<file path="src/sdsr_pkg.sv">
// package: constants, field layout and types of the startup and device status registers
`default_nettype none

package sdsr_pkg;

	// ----------------------------------------
	// register select and field layout
	// ----------------------------------------
	localparam logic        SEL_PIN_CAPTURE   = 1'b0;
	localparam logic        SEL_DEVICE_STATUS = 1'b1;
	localparam int          PIN_FIELD_W       = 2;
	localparam int          PIN_COUNT         = 3;
	localparam int          PIN_A_LSB         = 0;
	localparam int          PIN_B_LSB         = 2;
	localparam int          PIN_C_LSB         = 4;
	localparam int          FLAG_IN1_BIT      = 15;
	localparam int          FLAG_IN0_BIT      = 14;
	localparam int          READY_BIT         = 9;
	localparam int          LOCK_BIT          = 8;
	localparam int          SE_IMAGE_BIT      = 7;
	localparam int          EE_VALID_BIT      = 6;
	localparam int          OTP_VALID_BIT     = 5;
	localparam int          CFG_ID_LSB        = 0;
	localparam int          CFG_ID_W          = 5;
	localparam logic [15:0] PIN_CAPTURE_RST   = 16'h0000;
	localparam logic [15:0] DEVICE_LOAD_STATUS_RST    = 16'h0000;

	// ----------------------------------------
	// encodings
	// ----------------------------------------
	localparam logic [1:0]  TRI_LOW    = 2'h0;
	localparam logic [1:0]  TRI_MID    = 2'h1;
	localparam logic [1:0]  TRI_HIGH   = 2'h3;
	localparam logic [1:0]  FAN_OFF    = 2'h0;
	localparam logic [1:0]  FAN_AUTO   = 2'h1;
	localparam logic [1:0]  FAN_MANUAL = 2'h3;
	localparam logic [7:0]  LOCK_KEY_SET = 8'hA5;
	localparam logic [7:0]  LOCK_KEY_CLR = 8'h5A;

	// ----------------------------------------
	// synchroniser lanes and timing
	// ----------------------------------------
	localparam int          SYNC_W       = 11;
	localparam int          SB_PG        = 6;
	localparam int          SB_RSTPIN0   = 7;
	localparam int          SB_RSTPIN1   = 8;
	localparam int          SB_LOS0      = 9;
	localparam int          SB_LOS1      = 10;
	localparam logic [2:0]  SETTLE_CYCLES = 3'h4;

	typedef enum logic [1:0]
	{
		WR_CONFIG   = 2'b00,
		WR_W1C      = 2'b01,
		WR_LOCK_KEY = 2'b10,
		WR_EXEMPT   = 2'b11
	} sdsr_wr_kind_e;

	typedef enum logic [2:0]
	{
		ST_WAIT_PINS = 3'b000,
		ST_COMMON    = 3'b001,
		ST_USER      = 3'b010,
		ST_READY     = 3'b011,
		ST_RELOAD    = 3'b100
	} sdsr_state_e;

endpackage

`default_nettype wire

</file>
<file path="src/sdsr_sync_if.sv">
// interface: raw pin levels in, filtered levels out of the synchroniser
`default_nettype none

interface sdsr_sync_if;
	logic [sdsr_pkg::SYNC_W-1:0] raw;
	logic [sdsr_pkg::SYNC_W-1:0] clean;

	modport filt
	(
		input  raw,
		output clean
	);

	modport user
	(
		output raw,
		input  clean
	);
endinterface

`default_nettype wire

</file>
<file path="src/sdsr_sync.sv">
// module: three-stage pin synchroniser with agreement filter
`default_nettype none

module sdsr_sync
(
	input  wire logic clk,
	input  wire logic nrst,
	sdsr_sync_if.filt sif
);
	import sdsr_pkg::*;

	logic [SYNC_W-1:0] s1_q;
	logic [SYNC_W-1:0] s2_q;
	logic [SYNC_W-1:0] s3_q;
	logic [SYNC_W-1:0] clean_q;

	// ----------------------------------------
	// per-lane stages; the first stage feeds only the second
	// ----------------------------------------
	genvar i;
	generate
		for (i = 0; i < SYNC_W; i++)
		begin : g_lane
			always_ff @(posedge clk)
			if (!nrst)
			begin
				s1_q[i]    <= 1'b0;
				s2_q[i]    <= 1'b0;
				s3_q[i]    <= 1'b0;
				clean_q[i] <= 1'b0;
			end
			else
			begin
				s1_q[i] <= sif.raw[i];
				s2_q[i] <= s1_q[i];
				s3_q[i] <= s2_q[i];
				// a change counts only once two late stages agree
				if (s2_q[i] == s3_q[i])
					clean_q[i] <= s3_q[i];
			end
		end
	endgenerate

	assign sif.clean = clean_q;

endmodule

`default_nettype wire

</file>
<file path="src/sdsr_top.sv">
// module: startup pin capture and device load status registers
`default_nettype none

module sdsr_top
(
	input  wire logic                       clk,
	input  wire logic                       nrst,
	input  wire logic [2:0]                 pin_level_high,
	input  wire logic [2:0]                 pin_level_low,
	input  wire logic                       power_good_pin,
	input  wire logic                       power_good_select,
	input  wire logic                       peripheral_reset_pin0_n,
	input  wire logic                       peripheral_reset_pin1_n,
	input  wire logic                       input_clock_zero_lost,
	input  wire logic                       input_clock_one_lost,
	input  wire logic [1:0]                 input0_passthrough_setting,
	input  wire logic [1:0]                 input1_passthrough_setting,
	input  wire logic                       load_ack,
	input  wire logic                       load_ok,
	input  wire logic                       load_from_eeprom,
	input  wire logic                       load_from_otp,
	input  wire logic                       single_ended_image_flag,
	input  wire logic [sdsr_pkg::CFG_ID_W-1:0] load_config_id,
	input  wire logic                       reload_req,
	input  wire logic                       cfg_wr,
	input  wire sdsr_pkg::sdsr_wr_kind_e    cfg_wr_kind,
	input  wire logic [7:0]                 cfg_wdata,
	input  wire logic                       rd_en,
	input  wire logic                       rd_sel,
	output logic                            load_req,
	output logic                            load_user,
	output logic                            cfg_wr_ok,
	output logic                            write_lock_status,
	output logic [15:0]                     rd_data,
	output logic                            rd_valid
);
	import sdsr_pkg::*;

	sdsr_sync_if                            sif ();
	sdsr_state_e                            state_q;
	logic [PIN_FIELD_W-1:0]                 pin_val_q [PIN_COUNT];
	logic                                   cap_done_q;
	logic [2:0]                             settle_q;
	logic                                   pg_prev_q;
	logic                                   rstpin0_prev_q;
	logic                                   rstpin1_prev_q;
	logic                                   auto0_q;
	logic                                   auto1_q;
	logic                                   flag0_q;
	logic                                   flag1_q;
	logic                                   ready_q;
	logic                                   lock_q;
	logic                                   se_q;
	logic                                   ee_q;
	logic                                   otp_q;
	logic [CFG_ID_W-1:0]                    cfg_id_q;
	logic                                   common_ok_q;
	logic                                   load_req_q;
	logic                                   load_user_q;
	logic                                   wr_ok_q;
	logic [15:0]                            rd_data_q;
	logic                                   rd_valid_q;
	logic [15:0]                            pin_sts;
	logic [15:0]                            dev_sts;
	logic                                   capture_now;

	// ----------------------------------------
	// helpers
	// ----------------------------------------
	function automatic logic [1:0] tri_code(input logic hi, input logic lo);
		if (hi)
			return TRI_HIGH;
		else if (lo)
			return TRI_LOW;
		else
			return TRI_MID;
	endfunction

	// reserved setting 2 is treated like off
	function automatic logic fan_flag(input logic [1:0] mode, input logic auto_sel);
		unique case (mode)
			FAN_AUTO:   return auto_sel;
			FAN_MANUAL: return 1'b1;
			default:    return 1'b0;
		endcase
	endfunction

	// ----------------------------------------
	// pin synchronisers
	// ----------------------------------------
	assign sif.raw = {input_clock_one_lost, input_clock_zero_lost, peripheral_reset_pin1_n,
	                  peripheral_reset_pin0_n, power_good_pin, pin_level_high[2], pin_level_low[2],
	                  pin_level_high[1], pin_level_low[1], pin_level_high[0], pin_level_low[0]};

	sdsr_sync u_sync
	(
		.clk  (clk),
		.nrst (nrst),
		.sif  (sif.filt)
	);

	// ----------------------------------------
	// startup pin capture
	// ----------------------------------------
	// without a power-good pin, capture waits until the synchronisers hold real pin levels
	assign capture_now = !cap_done_q && (settle_q == SETTLE_CYCLES) &&
	                     (power_good_select ? (sif.clean[SB_PG] && !pg_prev_q) : 1'b1);

	always_ff @(posedge clk)
	if (!nrst)
	begin
		settle_q   <= 3'h0;
		pg_prev_q  <= 1'b0;
		cap_done_q <= 1'b0;
	end
	else
	begin
		if (settle_q != SETTLE_CYCLES)
			settle_q <= settle_q + 3'h1;
		pg_prev_q <= sif.clean[SB_PG];
		if (capture_now)
			cap_done_q <= 1'b1;
	end

	genvar p;
	generate
		for (p = 0; p < PIN_COUNT; p++)
		begin : g_pin
			always_ff @(posedge clk)
			if (!nrst)
				pin_val_q[p] <= TRI_LOW;
			else if (capture_now)
				pin_val_q[p] <= tri_code(sif.clean[2*p+1], sif.clean[2*p]);
		end
	endgenerate

	// ----------------------------------------
	// input clock passthrough flags
	// ----------------------------------------
	always_ff @(posedge clk)
	if (!nrst)
	begin
		rstpin0_prev_q <= 1'b1;
		rstpin1_prev_q <= 1'b1;
		auto0_q        <= 1'b0;
		auto1_q        <= 1'b0;
		flag0_q        <= 1'b0;
		flag1_q        <= 1'b0;
	end
	else
	begin
		// pins idle high; held high until settled, so leaving reset makes no false edge
		rstpin0_prev_q <= (settle_q == SETTLE_CYCLES) ? sif.clean[SB_RSTPIN0] : 1'b1;
		rstpin1_prev_q <= (settle_q == SETTLE_CYCLES) ? sif.clean[SB_RSTPIN1] : 1'b1;
		if (sif.clean[SB_RSTPIN0] && !rstpin0_prev_q)
			auto0_q <= !sif.clean[SB_LOS0];
		if (sif.clean[SB_RSTPIN1] && !rstpin1_prev_q)
			auto1_q <= !sif.clean[SB_LOS1];
		flag0_q <= fan_flag(input0_passthrough_setting, auto0_q);
		flag1_q <= fan_flag(input1_passthrough_setting, auto1_q);
	end

	// ----------------------------------------
	// configuration load sequencer
	// ----------------------------------------
	always_ff @(posedge clk)
	if (!nrst)
	begin
		state_q     <= ST_WAIT_PINS;
		load_req_q  <= 1'b0;
		load_user_q <= 1'b0;
		common_ok_q <= 1'b0;
		ready_q     <= 1'b0;
		se_q        <= 1'b0;
		ee_q        <= 1'b0;
		otp_q       <= 1'b0;
		cfg_id_q    <= '0;
	end
	else
	begin
		load_req_q <= 1'b0;
		unique case (state_q)
			ST_WAIT_PINS:
				if (cap_done_q)
				begin
					load_req_q  <= 1'b1;
					load_user_q <= 1'b0;
					state_q     <= ST_COMMON;
				end
			ST_COMMON:
				if (load_ack)
				begin
					se_q        <= single_ended_image_flag;
					common_ok_q <= 1'b1;
					load_req_q  <= 1'b1;
					load_user_q <= 1'b1;
					state_q     <= ST_USER;
				end
			ST_USER, ST_RELOAD:
				if (load_ack)
				begin
					ee_q     <= load_ok && load_from_eeprom;
					otp_q    <= load_ok && load_from_otp;
					cfg_id_q <= load_config_id;
					ready_q  <= 1'b1;
					state_q  <= ST_READY;
				end
			ST_READY:
				if (reload_req)
				begin
					ready_q     <= 1'b0;
					load_req_q  <= 1'b1;
					load_user_q <= 1'b1;
					state_q     <= ST_RELOAD;
				end
			default:
				state_q <= ST_WAIT_PINS;
		endcase
	end

	// ----------------------------------------
	// write lock
	// ----------------------------------------
	always_ff @(posedge clk)
	if (!nrst)
	begin
		lock_q  <= 1'b0;
		wr_ok_q <= 1'b0;
	end
	else
	begin
		wr_ok_q <= cfg_wr && (!lock_q || cfg_wr_kind != WR_CONFIG);
		if (cfg_wr && cfg_wr_kind == WR_LOCK_KEY)
		begin
			if (cfg_wdata == LOCK_KEY_SET)
				lock_q <= 1'b1;
			else if (cfg_wdata == LOCK_KEY_CLR)
				lock_q <= 1'b0;
		end
	end

	// ----------------------------------------
	// read port; these registers have no write path
	// ----------------------------------------
	always_comb
	begin
		pin_sts = PIN_CAPTURE_RST;
		pin_sts[PIN_A_LSB +: PIN_FIELD_W] = pin_val_q[0];
		pin_sts[PIN_B_LSB +: PIN_FIELD_W] = pin_val_q[1];
		pin_sts[PIN_C_LSB +: PIN_FIELD_W] = pin_val_q[2];
		dev_sts = DEVICE_LOAD_STATUS_RST;
		dev_sts[FLAG_IN1_BIT] = flag1_q;
		dev_sts[FLAG_IN0_BIT] = flag0_q;
		dev_sts[READY_BIT]    = ready_q;
		dev_sts[LOCK_BIT]     = lock_q;
		dev_sts[SE_IMAGE_BIT] = se_q;
		dev_sts[EE_VALID_BIT] = ee_q;
		dev_sts[OTP_VALID_BIT] = otp_q;
		dev_sts[CFG_ID_LSB +: CFG_ID_W] = cfg_id_q;
	end

	always_ff @(posedge clk)
	if (!nrst)
	begin
		rd_data_q  <= 16'h0000;
		rd_valid_q <= 1'b0;
	end
	else
	begin
		rd_valid_q <= rd_en;
		if (rd_en)
			rd_data_q <= (rd_sel == SEL_DEVICE_STATUS) ? dev_sts : pin_sts;
	end

	assign load_req          = load_req_q;
	assign load_user         = load_user_q;
	assign cfg_wr_ok         = wr_ok_q;
	assign write_lock_status = lock_q;
	assign rd_data           = rd_data_q;
	assign rd_valid          = rd_valid_q;
endmodule

`default_nettype wire
</file>
<file path="config.mk">
export PLATFORM = sky130hd
export DESIGN_NAME = sdsr_top
export DESIGN_NICKNAME = d
export VERILOG_FILES = /design/src/sdsr_pkg.sv /design/src/sdsr_sync_if.sv /design/src/sdsr_sync.sv /design/src/sdsr_top.sv
export SDC_FILE = /design/constraint.sdc
export NUM_CORES = 1
export LEC_CHECK = 0
export BUFFER_PORTS_ARGS = -buffer_cell sky130_fd_sc_hd__buf_2
export CAP_MARGIN = 20
export CORE_ASPECT_RATIO = 1.2
export CORE_UTILIZATION = 40
export CTS_BUF_LIST = sky130_fd_sc_hd__clkbuf_8
export DETAILED_ROUTE_END_ITERATION = 8
export PLACE_DENSITY = 0.63
export SYNTH_ARGS = -nofsm -noshare
export SYNTH_HDL_FRONTEND = slang
export SYNTH_SLANG_ARGS = --single-unit
</file>
<file path="constraint.sdc">
create_clock -name clk -period 1.8 [get_ports clk]
set_input_delay 0.54 -clock clk [delete_from_list [all_inputs] [get_ports clk]]
set_output_delay 0.54 -clock clk [all_outputs]
set_load 0.005 [all_outputs]
</file>
Yosys cells after proc, flatten, opt, wreduce, memory -nomap -nowiden:

Memories as Yosys holds them, arrays and structs flattened.
Index checks and enable logic that the tools add are counted.

* bitwise logic cells: 3
* equal/unequal tests: 28
* reduce and logical (&&, ||, !) cells: 30
* $mul: 0
* muxes and demuxes: 40
* div/mod/pow operators: 0
* magnitude comparators: 0
* add/sub/neg operators: 1
* shift operators: 0

Operators with widths (count)
* $mux 2: 12
* $mux 1: 17
* $mux 16: 1
* $mux 3: 4
* $pmux 3 s4: 1
* $eq 1x1->1: 11
* $logic_and 1x1->1: 9
* $eq 8x7->1 const B: 1
* $eq 8x8->1 const B: 1
* $ne 2x2->1 const B: 4
* $reduce_and 2->1: 4
* $reduce_and 4->1: 2
* $logic_not 1->1: 7
* $eq 2x2->1 const B: 3
* $eq 3x2->1 const B: 2
* $eq 3x3->1 const B: 2
* $pmux 1 s2: 3
* $pmux 1 s3: 2
* $reduce_bool 2->1: 3
* $eq 2x1->1 const B: 2
* $add 3x1->3 const B: 1
* $eq 3x1->1 const B: 1
* $logic_not 3->1: 1
* $ne 3x3->1 const B: 1
* other kinds (5): 7

* memories: 1
* memory bits (writable): 6
* flip-flop bits (word level): 88
* logic and storage cells: 168
* memory bits (read-only): 0
* output and inout port bits: 21
* latch bits: 0

Memory list
* pin_val_q: words 3, bits a word 2, read ports 3, clocked after Yosys merged registers in 0, wr ports 3, line sdsr_top.sv:41 `logic [PIN_FIELD_W-1:0] pin_val_q [PIN_COUNT];`

Depth between registers and ports, before layout:

* depth after elaboration: 8
* mapped depth: 5
* gate-level depth less buffers: 5

Cells and area by module:

Synthesis repeated with hierarchy kept, for this count alone.

* cells, all modules: 319
* area, all modules: 3315.7 um^2

By module, submodules not included
* sdsr_top: cells an instance 205, area each 2000.7 um^2, instances 1
* sdsr_sync: cells an instance 114, area each 1315.0 um^2, instances 1

Worst setup path before layout:

Ideal clock, no wire load.

* path kind: input port to flip-flop
* start: input cfg_wdata[0]
* end: register lock_q (netlist: write_lock_status)
* slack: 310 ps
* path buffers: 0
* stages: 3
* arrival: 1359 ps
* data required time: 1669 ps
* cell sequence: or4b_1 -> o311ai_1 -> o41ai_1

* word-level cells in the longest chain between the ends: 3
* elaborated cells between the ends (all ways): 5
* classes of those cells: eq/ne (2); mux (1); reduce/logical (2)

RTL lines
* from (decl): line sdsr_top.sv:27 `input wire logic [7:0] cfg_wdata,`
* $eq 8x8->1 / $eq 8x7->1 (equally long branches): line sdsr_top.sv:235, sdsr_top.sv:237
* $reduce_bool 2->1 (no source line)
* $reduce_and 2->1 (no source line)
* to (signal assigned): line sdsr_top.sv:227 `lock_q <= 1'b0;`
* to (signal assigned): line sdsr_top.sv:236 `lock_q <= 1'b1;`
* to (signal assigned): line sdsr_top.sv:238 `lock_q <= 1'b0;`
* to (decl): line sdsr_top.sv:52 `logic lock_q;`

Several ways; a longest one is shown, not always the timed one.
A chain may end at the register's enable or synchronous reset.

==> flow_metrics.tcl <==
set metrics [dict create \
    cp-end-kind "flop" \
    ctsResizeCount 0 \
    async_flop_share_pct 0 \
    maxCapViolCount 0 \
    min_path_type "in -> reg" \
    remaining_drc_errors 10 \
    final_util_pct 50.0 \
    hold_viol 0 \
    first_pass_iters 6 \
    grt_usage_pct 14.3 \
    tns_ns 0 \
    status "complete, but fails checks" \
    place_congestion 0.714 \
    cts_tree "done" \
    ys_ff_latch 90 \
    drtIter0Drc 77 \
    rr_worst_depth 5 \
    final_layout_size_suffix_gt1_share_pct 22.5 \
    hold_end "u_sync.s1_q[4]$_SDFF_PN0_" \
    htree_levels 3 \
    fin_crit_sh_pct 88.6 \
    syn_inst 321 \
    grt_pass1_vias 2092 \
    hold_depth 2 \
    grt_pass1_wl_um 9400 \
    hold_start "pin_level_low[2]" \
    final_area_um2 3880 \
    fin_nets 421 \
    clock_latency_ns 0.35 \
    worstReg2RegStart "settle_q[0]$_SDFFE_PN0P_" \
    p_leak_nw 1.56 \
    internal_power_w 0.00327 \
    postCtsSetupBuffers 0 \
    cts_root_buf "clkbuf_8" \
    ys.flop_type "dfxtp_1" \
    avgViaCountPerCell 4.90 \
    r2r_end "pin_val_q[2][0]$_SDFFCE_PN0P_" \
    cts_buffer_depth 2 \
    die_w_um 84.2 \
    setup_viol 0 \
    tightest_slew_ns 0.535 \
    start_util_pct 41.8 \
    syn_area_per_cell_um2 10.1 \
    clk_pin_slew_ns 0.09 \
    clockPowerShare_pct 43.2 \
    design.die.area_um2 8470 \
    r2r_setup_slack_ns 0.20 \
    slew_headroom_pct 64.1 \
    dpl.hpwl_um 4000 \
    violations "DRC" \
    p_comb_share_pct 5.9 \
    ios 63 \
    clock_sinks 90 \
    drt_wl_total_um 5810 \
    critPathKind "reg -> reg" \
    switching_share_pct 21.2 \
    arrival_ns 1.79 \
    cp_slowest_stage_delay_ns 0.48 \
    slew_violations 0 \
    ant_nets 0 \
    crit_slowest_cell "a2111oi_2" \
    critical_path.cell_chain "inv_1 -> ha_1 -> nand2_2 -> a2111oi_2 -> a21boi_0" \
    power_frac_seq_pct 51.0 \
    powerDensity_nw_per_um2 1070 \
    start_kind "flop" \
    n_antenna_cell 0 \
    wire_per_inst_um 12.3 \
    synth_edf_count 6 \
    core.rowCount 35 \
    overflow 0 \
    syn_area_um2 3240 \
    die_y_um 101 \
    core-area_um2 7750 \
    io_buffers 58 \
    dpl-instance-area_um2 3610 \
    max_freq_mhz 627 \
    areaGrowthSynthToFinish_pct 19.5 \
    synth_warnings 0 \
    period_needed_ns 1.60 \
    dr_total_vias 2324 \
    postCtsHoldBufs 0 \
    grt_max_degree 48 \
    rsz0062_at_grt "no" \
    antenna_found_initial 0 \
    cp_max_fo 7 \
    finClkSkew_ns 0.0110 \
    vdd_ir_drop_max_v 0.000541 \
    ys_seq_area_share_pct 57.4 \
    netSwitchingPower_w 0.000879 \
    numCtsBuffers 9 \
    synth_cell_types 46 \
    cp.required_ns 1.99 \
]
-- placed cells by master (no fill, tap or decap), types with 5 or more instances in the layout --
cell	count
dfxtp_1	84
buf_2	58
and2_1	35
a21oi_1	31
o21ai_0	20
nand2_1	15
nor2_1	14
nand3_1	13
nand2b_1	10
clkbuf_8	9
mux2i_1	8
a211oi_1	8
inv_1	6
edfxtp_1	6
nor2b_1	5
-- per-stage QoR --
step                      total power [W]  hold WS, ns  worst slack, ns  instances
final                             0.00415        0.387            0.205        474
after global routing              0.00432        0.370            0.110        474
after CTS                         0.00420        0.367            0.180        474
after global placement            0.00240        0.413            0.187        458
after floorplan                   0.00231        0.412            0.310        324
after detailed placement          0.00241        0.417            0.155        458
-- cells in the mapped netlist (2+ instances only) --
library cell  number  area share (%)
dfxtp_1           84              52
and2_1            35             6.8
a21oi_1           31             4.8
o21ai_0           20             3.1
nand2_1           15             1.7
nor2_1            14             1.6
nand3_1           13             2.0
clkbuf_1          10             1.2
nand2b_1          10             1.9
a211oi_1           8             1.9
mux2i_1            8             2.5
edfxtp_1           6             5.6
inv_1              6            0.69
buf_2              5            0.77
buf_4              5             1.2
nor2b_1            5            0.96
nor3_1             4            0.62
a21boi_0           3            0.69
a31oi_1            3            0.58
nand3b_1           3            0.69
and4bb_2           2            0.77
ha_1               2            0.77
nand4_1            2            0.39
o211a_1            2            0.62
o21a_1             2            0.46
or3_1              2            0.39
xnor2_1            2            0.54
-- cell families (layout without fill, tap and decap cells) --
family,Yosys count,in the layout,synth area share [%]
AND/OR/NAND/NOR,112,112,19.7
buffers and inverters,28,86,4.01
XOR/XNOR,3,3,0.810
other,1,4,0.116
AO/OA/AOI/OAI,76,76,14.4
adder cells (fa/ha/maj),2,2,0.771
flip-flops,90,90,57.4
multiplexers,9,9,2.82
-- sequential cells by signal, indices dropped and copies added, names as in the netlist, 3 cells and up --
signal	flops
pin_val_q	6
rd_data	12
u_sync.sif.clean	11
state_q	3
u_sync.s3_q	11
cfg_id_q	5
u_sync.s2_q	11
settle_q	3
u_sync.s1_q	11
-- power by group through the flow --
stage | combinational (W) | sequential, W | clock [W]
floorplan | 0.000158 | 0.00215 | 0
global placement | 0.000243 | 0.00216 | 0
detailed placement | 0.000249 | 0.00216 | 0
CTS | 0.000250 | 0.00212 | 0.00184
global route | 0.000277 | 0.00212 | 0.00192
finish | 0.000244 | 0.00212 | 0.00179
-- how the worst max path moves through the flow --
stage,start,endpoint,slack (ns),depth (start not counted)
after CTS,settle_q[0]$_SDFFE_PN0P_,pin_val_q[0][0]$_SDFFCE_PN0P_,0.18,5
after floorplan,cfg_wdata[0],write_lock_status$_SDFFE_PN0P_,0.31,3
final,settle_q[0]$_SDFFE_PN0P_,pin_val_q[2][0]$_SDFFCE_PN0P_,0.20,5
after global placement,cfg_wdata[0],write_lock_status$_SDFFE_PN0P_,0.19,4
after global routing,settle_q[0]$_SDFFE_PN0P_,pin_val_q[1][1]$_SDFFCE_PN0P_,0.11,5
after detailed placement,cfg_wdata[0],write_lock_status$_SDFFE_PN0P_,0.16,4
-- worst max-delay path: cells and delay by family, from the launching register on --
family                   cells  cell delay [ns]
flip-flops                   1             0.35
AO/OA/AOI/OAI                2             0.72
adder cells (fa/ha/maj)      1             0.19
AND/OR/NAND/NOR              1             0.12
buffers and inverters        1             0.06
-- final cells by class --
type                       count  area [µm²]
clock buffer                   9         124
sequential                    90        1860
fill                         761        3870
tap                           92         115
multi-input combinational    206        1260
clock inverter                 7         146
timing repair buffer          63         340
inverter                       7        26.3
-- per-layer routing --
metal	wire length (µm)	up-vias	part of all wire (%)	global-route usage [%]
met4	142	0	2.4	8.75
met1	2660	1047	46	16.6
li1	-	1218	-	-
met3	226	11	3.9	3.28
met2	2790	48	48	24.1
met5	0	-	0	0
No activity file was read; power rests on OpenSTA's default activity.
